[src/inc/cofc_defines.svh]
`ifndef COFC_DEFINES_SVH
`define COFC_DEFINES_SVH
// Property identifiers
`define COFC_ID_TK3_SS 8'h0A
`define COFC_ID_CARD_LEAD 8'h0B
`define COFC_ID_CARD_TRAIL 8'h0C
`define COFC_ID_TRK_LEAD 8'h0D
`define COFC_ID_TRK_TRAIL 8'h0E
// Factory defaults
`define COFC_RST_TK3_SS 8'h26
`define COFC_RST_CARD_LEAD 8'h00
`define COFC_RST_CARD_TRAIL 8'h00
`define COFC_RST_TRK_LEAD 8'h00
`define COFC_RST_TRK_TRAIL 8'h00
// Framing settings and tracks
`define COFC_NUM_PROP 5
`define COFC_NUM_TRK 3
`endif

[src/inc/cofc_pkg.sv]
`default_nettype none
package cofc_pkg;
  typedef struct packed {
    logic [6:0] code;
    logic [1:0] trk;
    logic last;
  } cofc_trk_s;
  typedef struct packed {
    logic wr;
    logic rd;
    logic [7:0] id;
    logic [7:0] wdata;
  } cofc_prop_req_s;
  typedef enum logic [6:0] {
    ST_IDLE = 7'h01,
    ST_CARD_LEAD = 7'h02,
    ST_TRK_LEAD = 7'h04,
    ST_SS = 7'h08,
    ST_DATA = 7'h10,
    ST_TRK_TRAIL = 7'h20,
    ST_CARD_TRAIL = 7'h40
  } cofc_state_e;
endpackage : cofc_pkg
`default_nettype wire

[src/cofc_framer.sv]
// Overview of operation
// - Emit track 3 sentinel for 7-bit track 3
// - Card-leading character precedes all card output
// - Card-trailing character follows all card output
// - Track-leading character precedes each track's data
// - Zero suppresses; 1..127 emits that code
// - Settings persist in non-volatile storage
// - New values apply only after power cycle
// - Track-trailing character follows each track's data
`include "cofc_defines.svh"
`default_nettype none
module cofc_framer (
  // Clock and reset
  input wire logic core_clk,
  input wire logic nrst,
  // Property get/set port
  input wire cofc_pkg::cofc_prop_req_s prop_req,
  output logic [7:0] prop_rdata,
  output logic prop_err,
  // Non-volatile store: image loaded on power-up, written on set
  input wire logic [8*`COFC_NUM_PROP-1:0] nv_image,
  output logic nv_wr,
  output logic [7:0] nv_wr_id,
  output logic [7:0] nv_wr_data,
  // Card track data in
  input wire logic trk_valid,
  input wire cofc_pkg::cofc_trk_s trk_in,
  input wire logic trk3_sevenbit,
  output logic trk_ready,
  // Character stream out
  output logic [6:0] char_out,
  output logic char_valid,
  input wire logic char_ready
);
  logic [7:0] nv_r [`COFC_NUM_PROP];
  logic [7:0] nv_nxt [`COFC_NUM_PROP];
  // Active copy feeds the framer and only reloads at power-up
  logic [7:0] act_r [`COFC_NUM_PROP];
  logic [7:0] act_nxt [`COFC_NUM_PROP];
  logic loaded_r, loaded_nxt;
  logic [7:0] prop_rdata_r, prop_rdata_nxt;
  logic prop_err_r, prop_err_nxt;
  logic nv_wr_r, nv_wr_nxt;
  logic [7:0] nv_wr_id_r, nv_wr_id_nxt;
  logic [7:0] nv_wr_data_r, nv_wr_data_nxt;
  logic [2:0] idx;
  logic id_ok;
  // Ids outside the table are refused
  assign id_ok = prop_req.id >= `COFC_ID_TK3_SS && prop_req.id <= `COFC_ID_TRK_TRAIL;
  assign idx = 3'(prop_req.id - `COFC_ID_TK3_SS);

  // Stored copy follows sets; active copy latched once per power-up
  always_comb begin
    for (int i = 0; i < `COFC_NUM_PROP; i++) begin
      nv_nxt[i] = nv_r[i];
      act_nxt[i] = act_r[i];
    end
    loaded_nxt = 1'b1;
    prop_rdata_nxt = prop_rdata_r;
    prop_err_nxt = 1'b0;
    nv_wr_nxt = 1'b0;
    nv_wr_id_nxt = nv_wr_id_r;
    nv_wr_data_nxt = nv_wr_data_r;
    // First cycle after reset loads the store image
    if (!loaded_r) begin
      for (int i = 0; i < `COFC_NUM_PROP; i++) begin
        nv_nxt[i] = nv_image[8*i +: 8];
        act_nxt[i] = nv_image[8*i +: 8];
      end
    end else if ((prop_req.wr || prop_req.rd) && !id_ok) begin
      prop_err_nxt = 1'b1;
    end else if (prop_req.wr) begin
      nv_nxt[idx] = prop_req.wdata;
      nv_wr_nxt = 1'b1;
      nv_wr_id_nxt = prop_req.id;
      nv_wr_data_nxt = prop_req.wdata;
    end else if (prop_req.rd) begin
      prop_rdata_nxt = nv_r[idx];
    end
  end

  always_ff @(posedge core_clk) begin
    if (!nrst) begin
      // Factory defaults until the store image is loaded
      nv_r[0] <= `COFC_RST_TK3_SS;
      nv_r[1] <= `COFC_RST_CARD_LEAD;
      nv_r[2] <= `COFC_RST_CARD_TRAIL;
      nv_r[3] <= `COFC_RST_TRK_LEAD;
      nv_r[4] <= `COFC_RST_TRK_TRAIL;
      act_r[0] <= `COFC_RST_TK3_SS;
      act_r[1] <= `COFC_RST_CARD_LEAD;
      act_r[2] <= `COFC_RST_CARD_TRAIL;
      act_r[3] <= `COFC_RST_TRK_LEAD;
      act_r[4] <= `COFC_RST_TRK_TRAIL;
      loaded_r <= 1'b0;
      prop_rdata_r <= 8'h00;
      prop_err_r <= 1'b0;
      nv_wr_r <= 1'b0;
      nv_wr_id_r <= 8'h00;
      nv_wr_data_r <= 8'h00;
    end else begin
      nv_r <= nv_nxt;
      act_r <= act_nxt;
      loaded_r <= loaded_nxt;
      prop_rdata_r <= prop_rdata_nxt;
      prop_err_r <= prop_err_nxt;
      nv_wr_r <= nv_wr_nxt;
      nv_wr_id_r <= nv_wr_id_nxt;
      nv_wr_data_r <= nv_wr_data_nxt;
    end
  end
  // All property port outputs are registered
  assign prop_rdata = prop_rdata_r;
  assign prop_err = prop_err_r;
  assign nv_wr = nv_wr_r;
  assign nv_wr_id = nv_wr_id_r;
  assign nv_wr_data = nv_wr_data_r;

  // Framing sequencer
  cofc_pkg::cofc_state_e st_r, st_nxt;
  logic [6:0] char_r, char_nxt;
  logic cv_r, cv_nxt;
  logic [1:0] trk_r, trk_nxt;
  logic last_r, last_nxt;
  logic busy;
  logic same_trk;
  logic [7:0] ss_sel;
  assign busy = cv_r && !char_ready;
  // Sentinel only on track 3 in seven-bit format
  assign ss_sel = (trk_in.trk == 2'h2 && trk3_sevenbit) ? act_r[0] : 8'h00;
  // A character of the next track waits until this track is closed
  assign same_trk = trk_in.trk == trk_r;
  assign trk_ready = (st_r == cofc_pkg::ST_DATA) && !busy && same_trk;

  // Zero or bit 7 set sends nothing
  function automatic logic emit(input logic [7:0] v);
    emit = v[6:0] != 7'h00 && !v[7];
  endfunction

  always_comb begin
    st_nxt = st_r;
    char_nxt = char_r;
    cv_nxt = cv_r && !char_ready;
    trk_nxt = trk_r;
    last_nxt = last_r;
    // Every state holds while a character is stalled
    if (loaded_r && !busy) begin
      unique case (st_r)
        cofc_pkg::ST_IDLE: begin
          // First track character starts a card
          if (trk_valid) begin
            st_nxt = cofc_pkg::ST_CARD_LEAD;
          end
        end
        // A suppressed character still spends its state's cycle
        cofc_pkg::ST_CARD_LEAD: begin
          cv_nxt = emit(act_r[1]);
          char_nxt = act_r[1][6:0];
          st_nxt = cofc_pkg::ST_TRK_LEAD;
        end
        cofc_pkg::ST_TRK_LEAD: begin
          cv_nxt = emit(act_r[3]);
          char_nxt = act_r[3][6:0];
          st_nxt = cofc_pkg::ST_SS;
        end
        cofc_pkg::ST_SS: begin
          cv_nxt = emit(ss_sel);
          char_nxt = ss_sel[6:0];
          // Track number taken from the track's first character
          trk_nxt = trk_in.trk;
          st_nxt = cofc_pkg::ST_DATA;
        end
        cofc_pkg::ST_DATA: begin
          if (trk_valid && !same_trk) begin
            // New track: close this one first, character stays pending
            st_nxt = cofc_pkg::ST_TRK_TRAIL;
          end else if (trk_valid) begin
            cv_nxt = 1'b1;
            char_nxt = trk_in.code;
            last_nxt = trk_in.last;
            if (trk_in.last) begin
              st_nxt = cofc_pkg::ST_TRK_TRAIL;
            end
          end
        end
        cofc_pkg::ST_TRK_TRAIL: begin
          cv_nxt = emit(act_r[4]);
          char_nxt = act_r[4][6:0];
          // Last character of the card ends it, else the next track follows
          st_nxt = last_r ? cofc_pkg::ST_CARD_TRAIL : cofc_pkg::ST_TRK_LEAD;
        end
        cofc_pkg::ST_CARD_TRAIL: begin
          cv_nxt = emit(act_r[2]);
          char_nxt = act_r[2][6:0];
          last_nxt = 1'b0;
          // Back to idle, ready for the next card
          st_nxt = cofc_pkg::ST_IDLE;
        end
      endcase
    end
  end

  always_ff @(posedge core_clk) begin
    if (!nrst) begin
      st_r <= cofc_pkg::ST_IDLE;
      char_r <= 7'h00;
      cv_r <= 1'b0;
      trk_r <= 2'h0;
      last_r <= 1'b0;
    end else begin
      st_r <= st_nxt;
      char_r <= char_nxt;
      cv_r <= cv_nxt;
      trk_r <= trk_nxt;
      last_r <= last_nxt;
    end
  end
  // Character outputs come straight from flip-flops
  assign char_out = char_r;
  assign char_valid = cv_r;
endmodule : cofc_framer
`default_nettype wire

[config.mk]
export PLATFORM = sky130hd
export DESIGN_NAME = cofc_framer
export DESIGN_NICKNAME = d
export VERILOG_FILES = /design/src/inc/cofc_pkg.sv /design/src/cofc_framer.sv
export VERILOG_INCLUDE_DIRS = /design/src /design/src/inc
export SDC_FILE = /design/constraint.sdc
export NUM_CORES = 1
export LEC_CHECK = 0
export BUFFER_PORTS_ARGS = -buffer_cell sky130_fd_sc_hd__clkbuf_2
export CAP_MARGIN = 20
export CORE_MARGIN = 2
export CORE_UTILIZATION = 40
export CTS_BUF_LIST = sky130_fd_sc_hd__clkbuf_4 sky130_fd_sc_hd__clkbuf_8
export DETAILED_ROUTE_END_ITERATION = 16
export GPL_TIMING_DRIVEN = 0
export HOLD_SLACK_MARGIN = 0.02
export PLACE_DENSITY = 0.58
export RECOVER_POWER = 100
export SLEW_MARGIN = 40
export SYNTH_ARGS = -nofsm -noshare
export SYNTH_HDL_FRONTEND = slang
export SYNTH_SLANG_ARGS = --single-unit
[constraint.sdc]
create_clock -name core_clk -period 2.2 [get_ports core_clk]
set_clock_uncertainty 0.05 [all_clocks]
set_input_delay 0.22 -clock core_clk [delete_from_list [all_inputs] [get_ports core_clk]]
set_output_delay 0.22 -clock core_clk [all_outputs]
set_load 0.02 [all_outputs]
### After elaboration in Yosys (flattened, before gate mapping)

Index checks and enable logic that the tools add are counted.

| operators by class | value |
|---|---|
| add/subtract/negate cells | 1 |
| $lt $le $gt $ge | 4 |
| eq/ne operators | 16 |
| multiplexer cells | 29 |
| bitwise gates (word level) | 5 |
| reductions and logical operators | 40 |

Operators by type and width:

| cell | number |
|---|---|
| $mux W40 | 3 |
| $mux W7 | 7 |
| $pmux W7 S7 | 1 |
| $pmux W7 S6 | 1 |
| $bwmux W40 | 1 |
| $reduce_bool A7 Y1 | 5 |
| $mux W8 | 4 |
| $bmux W8 S3 | 1 |
| $demux W8 S3 | 1 |
| $reduce_and A4 Y1 | 4 |
| $logic_and A1 B1 Y1 | 14 |
| $ne A2 B2 Y1 const B | 5 |
| $logic_not A1 Y1 | 9 |
| $ge A8 B4 Y1 const B | 1 |
| $le A8 B4 Y1 const B | 1 |
| $mux W1 | 8 |
| $eq A7 B1 Y1 const B | 1 |
| $eq A7 B2 Y1 const B | 1 |
| $eq A7 B3 Y1 const B | 1 |
| $eq A7 B4 Y1 const B | 1 |
| $eq A7 B5 Y1 const B | 1 |
| $eq A7 B6 Y1 const B | 1 |
| $eq A7 B7 Y1 const B | 1 |
| $ne A3 B2 Y1 const B | 2 |
| 15 further kinds | 20 |

| word-level totals | value |
|---|---|
| register bits after elaboration | 125 |
| input bits | 73 |
| output and inout port bits | 35 |
| logic and storage cells | 116 |

### Logic depth before layout (Yosys ltp)

Gate-level depths: netlist (run 1).

| logic depth | value |
|---|---|
| depth in word-level cells | 10 |
| depth in mapped cells | 10 |

### Worst setup path before layout (run 1)

Ideal clock, no wire load.

| path | value |
|---|---|
| path kind | register to output |
| start point | reg st_r[0] |
| end point | out trk_ready |
| arrival | 2051 ps |
| required time | 1930 ps |
| slack | -121 ps |
| stages on the path, launching flop included | 5 |
| path through | dfxtp_1 nor4_2 and3_1 buf_2 nor4b_1 |

| between the ends | value |
|---|---|
| word-level cells in the longest chain between the ends | 3 |

RTL lines:

| what | line | text |
|---|---|---|
| from (decl) | cofc_framer.sv:120 | `cofc_pkg::cofc_state_e st_r, st_nxt;` |
| from (signal assigned) | cofc_framer.sv:205 | `st_r <= cofc_pkg::ST_IDLE;` |
| from (signal assigned) | cofc_framer.sv:211 | `st_r <= st_nxt;` |
| $eq A7 B5 Y1 | cofc_framer.sv:133 | `assign trk_ready = (st_r == cofc_pkg::ST_DATA) && !busy && same_trk;` |
| $logic_and A1 B1 Y1 (2 in a row) | cofc_framer.sv:133 |  |
| to (decl) | cofc_framer.sv:29 | `output logic trk_ready,` |

No other way between the ends.

### Worst setup path in the final report (run 1)

| path | value |
|---|---|
| start point | reg st_r[4] |
| end point | reg char_r[3], in the netlist char_out[3] |

| between the ends | value |
|---|---|
| word-level cells in the longest chain between the ends | 3 |

RTL lines:

| what | line | text |
|---|---|---|
| $eq A7 B5 Y1 (tied with other cells) | cofc_framer.sv:148 | `unique case (st_r)` |
| $reduce_bool A6 Y1 (no source line) or $ne A2 B2 Y1 (tied branches) | -- |  |
| $reduce_and A4 Y1 (no source line) | -- |  |
| to (signal assigned) | cofc_framer.sv:212 | `char_r <= char_nxt;` |
| to (decl) | cofc_framer.sv:121 | `logic [6:0] char_r, char_nxt;` |

Parallel ways exist; a longest one is shown, timed or not.
A chain may end at the register's enable or synchronous reset.

==> results of run 1 <==
-- power by group through the flow --
stage / Sequential [mW] / Combinational, mW / Clock, mW
after floorplan: 2.48 / 0.409 / 0
after global placement: 2.50 / 0.662 / 0
after detailed placement: 2.50 / 0.676 / 0
after CTS: 2.46 / 0.743 / 2.15
after global routing: 2.47 / 0.819 / 2.26
final: 2.46 / 0.760 / 2.13
-- metrics by stage --
step           setup slack, ns  util (%)  cell area [um^2]
6_report               -0.0340      52.6              7650
2_1_floorplan            0.158         -              5940
4_1_cts                -0.0207      52.2              7590
3_3_place_gp            -0.573      46.2              6710
3_5_place_dp            -0.486      46.2              6720
5_1_grt                 -0.100      52.6              7650
-- final cells by class --
type                       count  area [um^2]  share of cell area (%)
multi-input combinational    470         3280                    42.9
buffer                        51          248                    3.24
clock inverter                 7          113                    1.47
tap                          184          230                    3.01
sequential                   125         2510                    32.8
inverter                      11         41.3                   0.540
timing repair buffer         153          931                    12.2
clock buffer                  23          298                    3.89
-- flip-flops by register name, summed over array words and instances (netlist names) --
name,cells
prop_err,1
loaded_r,1
nv_wr_data,8
last_r,1
act_r,40
nv_wr,1
char_out,7
st_r,7
nv_r,40
nv_wr_id,8
prop_rdata,8
char_valid,1
trk_r,2
-- cell usage in the layout, fill, tap and decap left out, drive strengths merged, types with 8 or more instances in the layout --
master and instances:
clkbuf 174, a22o 14, inv 11, a2111oi 9, nor4 8, nand2 18
a31oi 17, buf 19, a21oi 71, nor3 10, nor2b 13, a211oi 16
o21ai 64, dfxtp 125, dlygate4sd3 34, nand3 14, mux2i 64, mux4 8
nor2 75
-- cells by family after synthesis --
group                    count (synthesis)
AO/OA/AOI/OAI                          211
XOR/XNOR                                 2
adder cells (fa/ha/maj)                  3
buffers and inverters                   64
flip-flops                             125
multiplexers                            72
AND/OR/NAND/NOR                        182
-- per-layer routing --
layer	share of wire, %	wire length [um]	vias to the layer above
met4	2.3	485	0
li1	-	-	2765
met1	44	9110	2827
met3	8.5	1770	35
met2	45	9320	283
met5	0	0	-
-- worst reg2reg max path, stage by stage (launching register included) --
cell                        delay [ns]
sky130_fd_sc_hd__dfxtp_1          0.40
sky130_fd_sc_hd__or3_1            0.57
sky130_fd_sc_hd__a211oi_4         0.25
sky130_fd_sc_hd__buf_4            0.18
sky130_fd_sc_hd__nor3b_1          0.07
sky130_fd_sc_hd__a2111oi_2        0.43
sky130_fd_sc_hd__a211oi_2         0.14
-- repair_timing --
action	CTS	global route
setup endpoints to repair	56	13
hold buffers	34	0
setup buffers	3	9
pin swaps	3	6
resized for setup	28	9
endpoints found under the hold margin	34	0
-- final timing paths --
| path | end | slack, ns | from |
|---|---|---|---|
| worst max register to register | char_out[3] | -0.03 | st_r[4] |
| worst max-delay path | char_out[3] | -0.03 | st_r[4] |
| worst min-delay path | act_r[39] | 0.04 | nv_image[7] |
| worst min register to register | nv_wr_id[3] | 0.41 | nv_wr_id[3] |
-- synthesized netlist by cell type, types with 4 or more instances --
library cell,instances,area share (%)
sky130_fd_sc_hd__dfxtp_1,125,42
sky130_fd_sc_hd__nor2_1,75,4.7
sky130_fd_sc_hd__a21oi_1,71,6.0
sky130_fd_sc_hd__mux2i_1,64,11
sky130_fd_sc_hd__o21ai_0,64,5.4
sky130_fd_sc_hd__clkbuf_1,40,2.5
sky130_fd_sc_hd__nand2_1,18,1.1
sky130_fd_sc_hd__a31oi_1,17,1.8
sky130_fd_sc_hd__a22o_1,14,2.1
sky130_fd_sc_hd__nand3_1,14,1.2
sky130_fd_sc_hd__nor2b_1,12,1.3
sky130_fd_sc_hd__inv_1,11,0.70
sky130_fd_sc_hd__nor3_1,10,0.84
sky130_fd_sc_hd__a2111oi_0,8,1.2
sky130_fd_sc_hd__a211oi_1,8,1.0
sky130_fd_sc_hd__mux4_2,8,3.0
sky130_fd_sc_hd__a211oi_2,7,1.5
sky130_fd_sc_hd__and3_1,7,0.74
sky130_fd_sc_hd__nand2b_1,7,0.74
sky130_fd_sc_hd__and2_1,6,0.63
sky130_fd_sc_hd__buf_2,6,0.51
sky130_fd_sc_hd__nor3b_1,6,0.76
sky130_fd_sc_hd__nor4_1,6,0.63
sky130_fd_sc_hd__a311oi_1,4,0.59
sky130_fd_sc_hd__and4_1,4,0.59
sky130_fd_sc_hd__buf_6,4,0.76
==> flow_summary.yaml, run 1 <==
synth:
  postSynthNetCount: 735
  synth.area.mux_share_pct: 13.8
  number_of_unique_standard_cell_types_used_by_synthesis: 54
  synthFlopType: "sky130_fd_sc_hd__dfxtp_1"
  synthesis.area_per_instance_um2: 9.01
  compound_cell_area_share_of_the_yosys_netlist_pct: 22.7
  largest_family_of_logic_cells_by_synthesized_area: "compound AO/OA/AOI/OAI gates"
  postSynth.asyncResetShare_pct: 0
  synth-seq-area-share_pct: 42.1
  synth.ff_latch_count: 125
  synthesis.area_um2: 5940
  syn-instance-count: 659
  yosys_warnings: 0
  edff_count_synth: 0
  post_synth_and_or_nand_nor_area_fraction_pct: 15.7
  post_synth_xor_area_fraction_pct: 0.295
  yosys.area_share.adder_pct: 0.632
timing:
  hold_viol_final: 0
  timing.final.ws_setup_ns: -0.0340
  grt_setup_unrepaired: "true"
  fin_setup_tns_ns: -0.0902
  finalHoldWorstSlack_ns: 0.0369
  setup_viol_count_final: 8
  max_clock_freq_ghz: 0.448
  fin_crit_sh_pct: 102
  tightestPinTransition_ns: 0.762
  min_period_ns: 2.23
  slew_violations: 0
  max_slew_margin_pct: 49.2
power:
  cellPowerDensity_nw_per_um2: 699
  netSwitchingPower_mw: 1.43
  power_frac_seq_pct: 46.0
  sw_frac_of_total_pct: 26.7
  power.clock.fraction_pct: 39.8
  power.ir.vdd_worst_v: 0.000539
  p_leak_nw: 3.05
  internal_power_mw: 3.92
  comb_power_share_pct: 14.2
  post-layout-total-power_mw: 5.35
worst_setup_path:
  worst-path-stages: 6
  setup.worst_path.end_class: "register"
  cp_cell_sequence: "or3_1 > a211oi_4 > buf_4 > nor3b_1 > a2111oi_2 > a211oi_2"
  setup.worst_path.class: "register to register"
  timing.critical_path.from_type: "register"
  arrival_time_reported_for_the_critical_path_endpoint_ns: 2.50
  crit_path_max_incr_delay_ns: 0.57
  cp_max_fo: 7
  worst-endpoint-required_ns: 2.46
  worst-path-buf-inv: 1
  critPathSlowestCell: "sky130_fd_sc_hd__or3_1"
  r2r.worst_path.cells: 6
  timing.critical_path.max_delay_family: "compound AO/OA/AOI/OAI gates"
cells_and_area:
  fillCellCount: 1429
  post_layout_nonfiller_instances: 1024
  syn2layout_area_growth_pct: 28.8
  finalNetCount: 905
  ratio_of_cells_with_drive_above_1_in_the_final_layout_pct: 20.1
  antenna_diodes: 0
floorplan:
  die_height_um: 126
  io_pins: 108
  area_of_the_die_um2: 15800
  x_dimension_of_the_die_um: 126
  coreArea_um2: 14500
  row_count: 44
  initial_core_util_pct: 40.9
grt:
  number_of_global_route_vias_before_repair: 5731
  grt_use_met3_pct: 6.46
  grt-ovfl-total: 0
  grt_start_max_net_pins: 20
  grt_use_met2_pct: 40.5
  grt_pass1_wl_um: 31700
  initial_antenna_violation_count: 0
  gr-max-usage-layer: "met2"
  globalRouteTotalUtil_pct: 26.1
  grt_util_met1_pct: 35.9
detailed_routing:
  detailedRoute.firstPassIterationCount: 5
  post-route-drc-count: 0
  drt.antenna.violating_nets: 0
  post_drt_via_cell_ratio: 5.77
  wl_per_cell_um: 20.2
  vias: 5910
  drt_iter0_drc: 564
  routed_wirelength_um: 20700
run:
  max-cap-violations: 0
clock_network:
  tritoncts: "yes"
  cts_buffers: 17
  htree_num_levels: 4
  clock_pin_slew_on_the_worst_setup_and_hold_paths_ns: 0.07
  cts-root-to-sink-buffers: 2
  clkSinkCount: 125
  clock_tree.root_cell: "sky130_fd_sc_hd__clkbuf_8"
  clk-insertion-delay-late_ns: 0.45
placement:
  dpl.cell_count: 950
  detailed_place_hpwl_um: 15700
  port_buffers: 107
  gpl.final_weighted_congestion: 0.916
status:
  outcome: "finished, violations left"
  violations: "negative setup slack"
worst_hold_path:
  hold_path_depth: 3
  hold_path_class: "input port to register"
Power figures use the tool's default switching activity.
==> run 2: changes to the inputs <==
Settings changed: CORE_MARGIN 2 to unset, PLACE_DENSITY 0.58 to 0.72.
==> run 2 against run 1 <==
The flow still finishes with violations (negative setup slack). First-iteration DRC count increased by 14%. Largest cell class unchanged. Total power decreased by 5.6%. Sequential share of layout area decreased by 0.090 points. Critical path depth increased by 2. Largest power group unchanged.
==> flow_summary.yaml, run 2 (synthesized netlist as in run 1, its figures left out) <==
grt:
  globalRouteTotalUtil_pct: 26.5
  grt-ovfl-total: 0
  number_of_global_route_vias_before_repair: 5319
  grt_start_max_net_pins: 20
  grt_pass1_wl_um: 29600
  initial_antenna_violation_count: 0
timing:
  fin_crit_sh_pct: 101
  min_period_ns: 2.22
  timing.final.ws_setup_ns: -0.0187
  max_clock_freq_ghz: 0.451
  slew_violations: 0
  tightestPinTransition_ns: 0.700
  finalHoldWorstSlack_ns: 0.0344
  max_slew_margin_pct: 53.4
  setup_viol_count_final: 1
  hold_viol_final: 0
  grt_setup_unrepaired: "true"
worst_setup_path:
  crit_path_max_incr_delay_ns: 0.43
  cp_cell_sequence: "clkbuf_2 > nor2_1 > and3_4 > buf_8 > buf_4 > a22o_1 > a2111oi_4 > a211oi_2"
  timing.critical_path.from_type: "register"
  cp_max_fo: 10
  setup.worst_path.end_class: "register"
  arrival_time_reported_for_the_critical_path_endpoint_ns: 2.48
  setup.worst_path.class: "register to register"
  worst-endpoint-required_ns: 2.46
  timing.critical_path.max_delay_family: "compound AO/OA/AOI/OAI gates"
  worst-path-buf-inv: 3
  critPathSlowestCell: "sky130_fd_sc_hd__a2111oi_4"
cells_and_area:
  finish.instance_area_um2: 7680
  ratio_of_cells_with_drive_above_1_in_the_final_layout_pct: 19.5
  most_common_cell_after_layout_fill_and_taps_aside: "sky130_fd_sc_hd__dfxtp_1"
  syn2layout_area_growth_pct: 29.3
  largest_registers: "act_r: 40 flops, nv_r: 40 flops"
  final_cell_mix: "sky130_fd_sc_hd__dfxtp_1, sky130_fd_sc_hd__clkbuf_2, sky130_fd_sc_hd__nor2_1, sky130_fd_sc_hd__a21oi_1, sky130_fd_sc_hd__clkbuf_1"
  finalNetCount: 910
  antenna_diodes: 0
detailed_routing:
  detailedRoute.firstPassIterationCount: 5
  drt.antenna.violating_nets: 0
  drt_iter0_drc: 643
  post_drt_via_cell_ratio: 5.69
  post-route-drc-count: 0
  vias: 5843
  routed_wirelength_um: 19600
  wl_per_cell_um: 19.1
placement:
  detailed_place_hpwl_um: 14400
  dpl_worst_slack_ns: -0.356
  port_buffers: 107
  place_area_um2: 6720
  gpl.final_weighted_congestion: 0.924
floorplan:
  initial_core_util_pct: 40.9
  x_dimension_of_the_die_um: 124
  io_pins: 108
  area_of_the_die_um2: 15300
  row_count: 44
  die_height_um: 124
  coreArea_um2: 14500
status:
  outcome: "finished, violations left"
  violations: "negative setup slack"
run:
  max-cap-violations: 0
power:
  power.ir.vdd_worst_v: 0.000437
  cellPowerDensity_nw_per_um2: 658
  p_leak_nw: 3.05
clock_network:
  clk-insertion-delay-late_ns: 0.46
  cts-root-to-sink-buffers: 2
  clkSinkCount: 125
  cts_buffers: 17
  clock_tree.root_cell: "sky130_fd_sc_hd__clkbuf_8"
  htree_num_levels: 4
  clock_pin_slew_on_the_worst_setup_and_hold_paths_ns: 0.07
  tritoncts: "yes"
worst_hold_path:
  hold_path_class: "input port to register"
-- run 2: cell count changes in the layout (fill, tap and decap cells not counted), sizes merged --
| cell | delta |
|---|---|
| dlygate4sd3 | +6 |
| bufinv | -2 |
| buf | +1 |
| clkbuf | -1 |
| clkinv | -1 |
| clkinvlp | -1 |
-- run 2: worst paths after layout --
check	slack (ns)	end	startpoint	cells past startpoint
worst max-delay path	-0.02	char_out[5]	st_r[6]	8
worst min-delay path	0.03	act_r[16]	nv_image[16]	3
worst max register to register	-0.02	char_out[5]	st_r[6]	8
worst min register to register	0.40	nv_wr_id[3]	nv_wr_id[3]	2
-- run 2: where the power goes --
| part | internal (mW) | switching, mW |
|---|---|---|
| registers | 2.37 | 0.0864 |
| logic | 0.331 | 0.432 |
| clock network | 0.979 | 0.846 |
-- run 2: repair_timing --
item | CTS | global route
hold buffers | 40 | 0
setup endpoints to repair | 18 | 69
buffers inserted | 4 | 7
pin swaps | 3 | 7
endpoints found under the hold margin | 41 | 0
resized for setup | 25 | 19
-- run 2: worst min-delay path, cell delays in order --
cell,delay (ns)
sky130_fd_sc_hd__clkbuf_2,0.12
sky130_fd_sc_hd__mux2i_1,0.07
sky130_fd_sc_hd__nor2_1,0.08
-- run 2: area by class of cell --
type,count,area (um^2)
buffer,51,246
clock buffer,24,299
clock inverter,3,40.0
fill,1428,6860
inverter,11,41.3
multi-input combinational,470,3320
sequential,125,2510
tap,184,230
timing repair buffer,158,990
-- run 2: layer usage --
layer  vias to the layer above  part of all wire, %  track usage, %
met5                         -                    0               0
met2                       284                   43            39.2
met4                         0                  3.4            12.0
met3                        40                  9.3            5.82
li1                       2773                    -               -
met1                      2746                   44            36.8
-- run 2: through the flow --
step,power (mW),std cells,utilization [%],setup TNS (ns)
floorplan,2.89,659,-,0
global placement,3.15,950,46.2,-9.66
detailed placement,3.16,950,46.2,-9.26
CTS,5.03,1020,52.5,-0.0380
global route,5.23,1026,52.8,-0.230
finish,5.05,1026,52.8,-0.0187
==> run 3: changes to the inputs <==
Settings changed: ABC_AREA set to 1, PLACE_DENSITY 0.72 to 0.74, TNS_END_PERCENT set to 1.
Clock period 2.2 ns to 1.91 ns, I/O delays scaled along.
==> run 3 against run 2 <==
The run now ends clean. Clock power is 43% higher. Count of clock-buffer cells in the layout is 3 lower. Global-route usage is 0.82 points higher. Largest cell class unchanged.
==> flow_summary.yaml, run 3 <==
status:
  outcome: "finished clean"
synth:
  postSynthNetCount: 932
  synthFlopType: "sky130_fd_sc_hd__dfxtp_1"
  post-synth-top-area-fraction_pct: 42.2
  synth_most_common_cell: "sky130_fd_sc_hd__nand2_1"
  synthesis.area_per_instance_um2: 6.93
  synth.area.mux_share_pct: 0
  postSynth.asyncResetShare_pct: 0
  compound_cell_area_share_of_the_yosys_netlist_pct: 17.2
  edff_count_synth: 0
  syn-instance-count: 856
  synthDominantAreaCellType: "sky130_fd_sc_hd__dfxtp_1"
  cell_types_with_the_highest_counts_after_synthesis: "sky130_fd_sc_hd__nand2_1, sky130_fd_sc_hd__dfxtp_1, sky130_fd_sc_hd__nor2_1"
  number_of_unique_standard_cell_types_used_by_synthesis: 32
  synth-seq-area-share_pct: 42.2
  post_synth_and_or_nand_nor_area_fraction_pct: 30.8
  yosys.area_share.adder_pct: 0.633
  synth.ff_latch_count: 125
  synthesis.area_um2: 5930
  largest_cells_by_area_after_synthesis: "sky130_fd_sc_hd__dfxtp_1, sky130_fd_sc_hd__nand2_1, sky130_fd_sc_hd__nor2_1, sky130_fd_sc_hd__o21ai_0, sky130_fd_sc_hd__inv_1"
  largest_family_of_logic_cells_by_synthesized_area: "simple AND/OR/NAND/NOR gates"
  yosys_warnings: 0
  post_synth_xor_area_fraction_pct: 0
floorplan:
  row_count: 44
  initial_core_util_pct: 41.0
  x_dimension_of_the_die_um: 124
  io_pins: 108
  die_height_um: 124
  coreArea_um2: 14500
  area_of_the_die_um2: 15300
worst_setup_path:
  setup.worst_path.end_class: "register"
  endpoint: "st_r[1]"
  worst_reg2reg_setup_slack_ns: 0.08
  worst-endpoint-required_ns: 2.26
  arrival_time_reported_for_the_critical_path_endpoint_ns: 2.21
  cp_max_fo: 10
  r2r.worst_path.cells: 6
  setup.worst_path.class: "input port to register"
  reg2reg_to: "nv_r[5]"
  critical_path.startpoint: "nrst"
  timing.critical_path.from_type: "input port"
  r2r-start: "loaded_r"
detailed_routing:
  vias: 6560
  post-route-drc-count: 0
  routed_wirelength_um: 20300
  wl_per_cell_um: 16.5
  detailedRoute.firstPassIterationCount: 7
  drt_iter0_drc: 682
  post_drt_via_cell_ratio: 5.36
  drt.antenna.violating_nets: 0
placement:
  dpl.cell_count: 1146
  gpl.final_weighted_congestion: 0.924
  port_buffers: 106
  place_area_um2: 6700
  detailed_place_hpwl_um: 14800
power:
  cellPowerDensity_nw_per_um2: 825
  post-layout-total-power_mw: 6.23
  p_leak_nw: 3.19
  power.ir.vdd_worst_v: 0.000551
clock_network:
  htree_num_levels: 4
  clock_pin_slew_on_the_worst_setup_and_hold_paths_ns: 0.08
  clk-insertion-delay-late_ns: 0.47
  clkSinkCount: 125
  cts_buffers: 17
  tritoncts: "yes"
  cts-root-to-sink-buffers: 2
  clock_tree.root_cell: "sky130_fd_sc_hd__clkbuf_8"
cells_and_area:
  sequential_cell_area_um2: 2500
  finish.instance_area_um2: 7560
  most_common_cell_after_layout_fill_and_taps_aside: "sky130_fd_sc_hd__nand2_1"
  largest_registers: "act_r: 40 flops, nv_r: 40 flops"
  antenna_diodes: 0
  syn2layout_area_growth_pct: 27.4
  fillCellCount: 1443
  layout.core_utilization_pct: 52.2
  ratio_of_cells_with_drive_above_1_in_the_final_layout_pct: 15.0
  finalNetCount: 1103
  final_cell_mix: "sky130_fd_sc_hd__nand2_1, sky130_fd_sc_hd__dfxtp_1, sky130_fd_sc_hd__nor2_1, sky130_fd_sc_hd__inv_1, sky130_fd_sc_hd__clkbuf_2"
  post_layout_nonfiller_instances: 1224
  multi_input_area_um2: 2900
timing:
  fin_crit_sh_pct: 97.3
  setup_viol_count_final: 0
  max_clock_freq_ghz: 0.538
  grt_setup_unrepaired: "true"
  tightestPinTransition_ns: 0.775
  hold_viol_final: 0
  min_period_ns: 1.86
  slew_violations: 0
  max_slew_margin_pct: 48.3
run:
  max-cap-violations: 0
grt:
  grt_start_max_net_pins: 17
  number_of_global_route_vias_before_repair: 5962
  initial_antenna_violation_count: 0
  globalRouteTotalUtil_pct: 27.4
  grt_pass1_wl_um: 30500
  grt-ovfl-total: 0
worst_hold_path:
  hold_path_class: "input port to register"
## run 3: stage by stage
stage | TNS, ns | hold slack [ns] | setup slack [ns]
after global routing | -0.0108 | 0.0268 | -0.00966
after global placement | -4.77 | 0.295 | -0.480
final | 0 | 0.0348 | 0.0519
after detailed placement | -5.41 | 0.295 | -0.488
after CTS | 0 | 0.0210 | 0.0147
after floorplan | 0 | 0.169 | 0.261
## run 3: layout make-up
type	count	area share, %
Buffer	41	2.57
Clock buffer	21	3.66
Clock inverter	11	2.19
Inverter	91	4.60
Multi-Input combinational cell	599	38.3
Sequential cell	125	33.1
Tap cell	184	3.05
Timing Repair Buffer	152	12.5
## run 3: report_power, final
group	switching [mW]	total, mW	internal, mW
clock	1.10	2.62	1.51
sequential	0.0603	2.78	2.72
combinational	0.532	0.832	0.300
total	1.70	6.23	4.54
## run 3: critical path: stages
cell and delay [ns]:
sky130_fd_sc_hd__dlygate4sd3_1 0.53, sky130_fd_sc_hd__clkbuf_2 0.13, sky130_fd_sc_hd__clkbuf_1 0.47, sky130_fd_sc_hd__clkbuf_1 0.65, sky130_fd_sc_hd__nand2_1 0.13, sky130_fd_sc_hd__nor2_1 0.10
## run 3: worst min path at each step
stage	startpoint	end	depth (start not counted)
finish	nv_image[8]	act_r[24]	3
global placement	nrst	loaded_r	1
detailed placement	nrst	loaded_r	1
global route	nv_image[36]	act_r[4]	3
floorplan	nrst	loaded_r	0
CTS	nv_image[9]	act_r[25]	3
## run 3: kinds of logic (layout without fill, tap and decap cells)
group,count (synthesis),count (layout)
buffers and inverters,132,316
AND/OR/NAND/NOR,413,413
adder cells (fa/ha/maj),3,3
AO/OA/AOI/OAI,183,183
flip-flops,125,125
## run 3: timing repair
action                     CTS  global route
hold endpoints to repair    49             0
pin swaps                    1             1
hold buffers                45             0
setup endpoints to repair    1            20
buffers inserted             1             0
gates resized for setup      0             7
## run 3: per-layer routing
| metal | wire length, um | track usage [%] |
|---|---|---|
| met3 | 2000 | 6.55 |
| met4 | 757 | 13.7 |
| met1 | 8250 | 34.5 |
| met2 | 9250 | 43.5 |
| met5 | 0 | 0 |
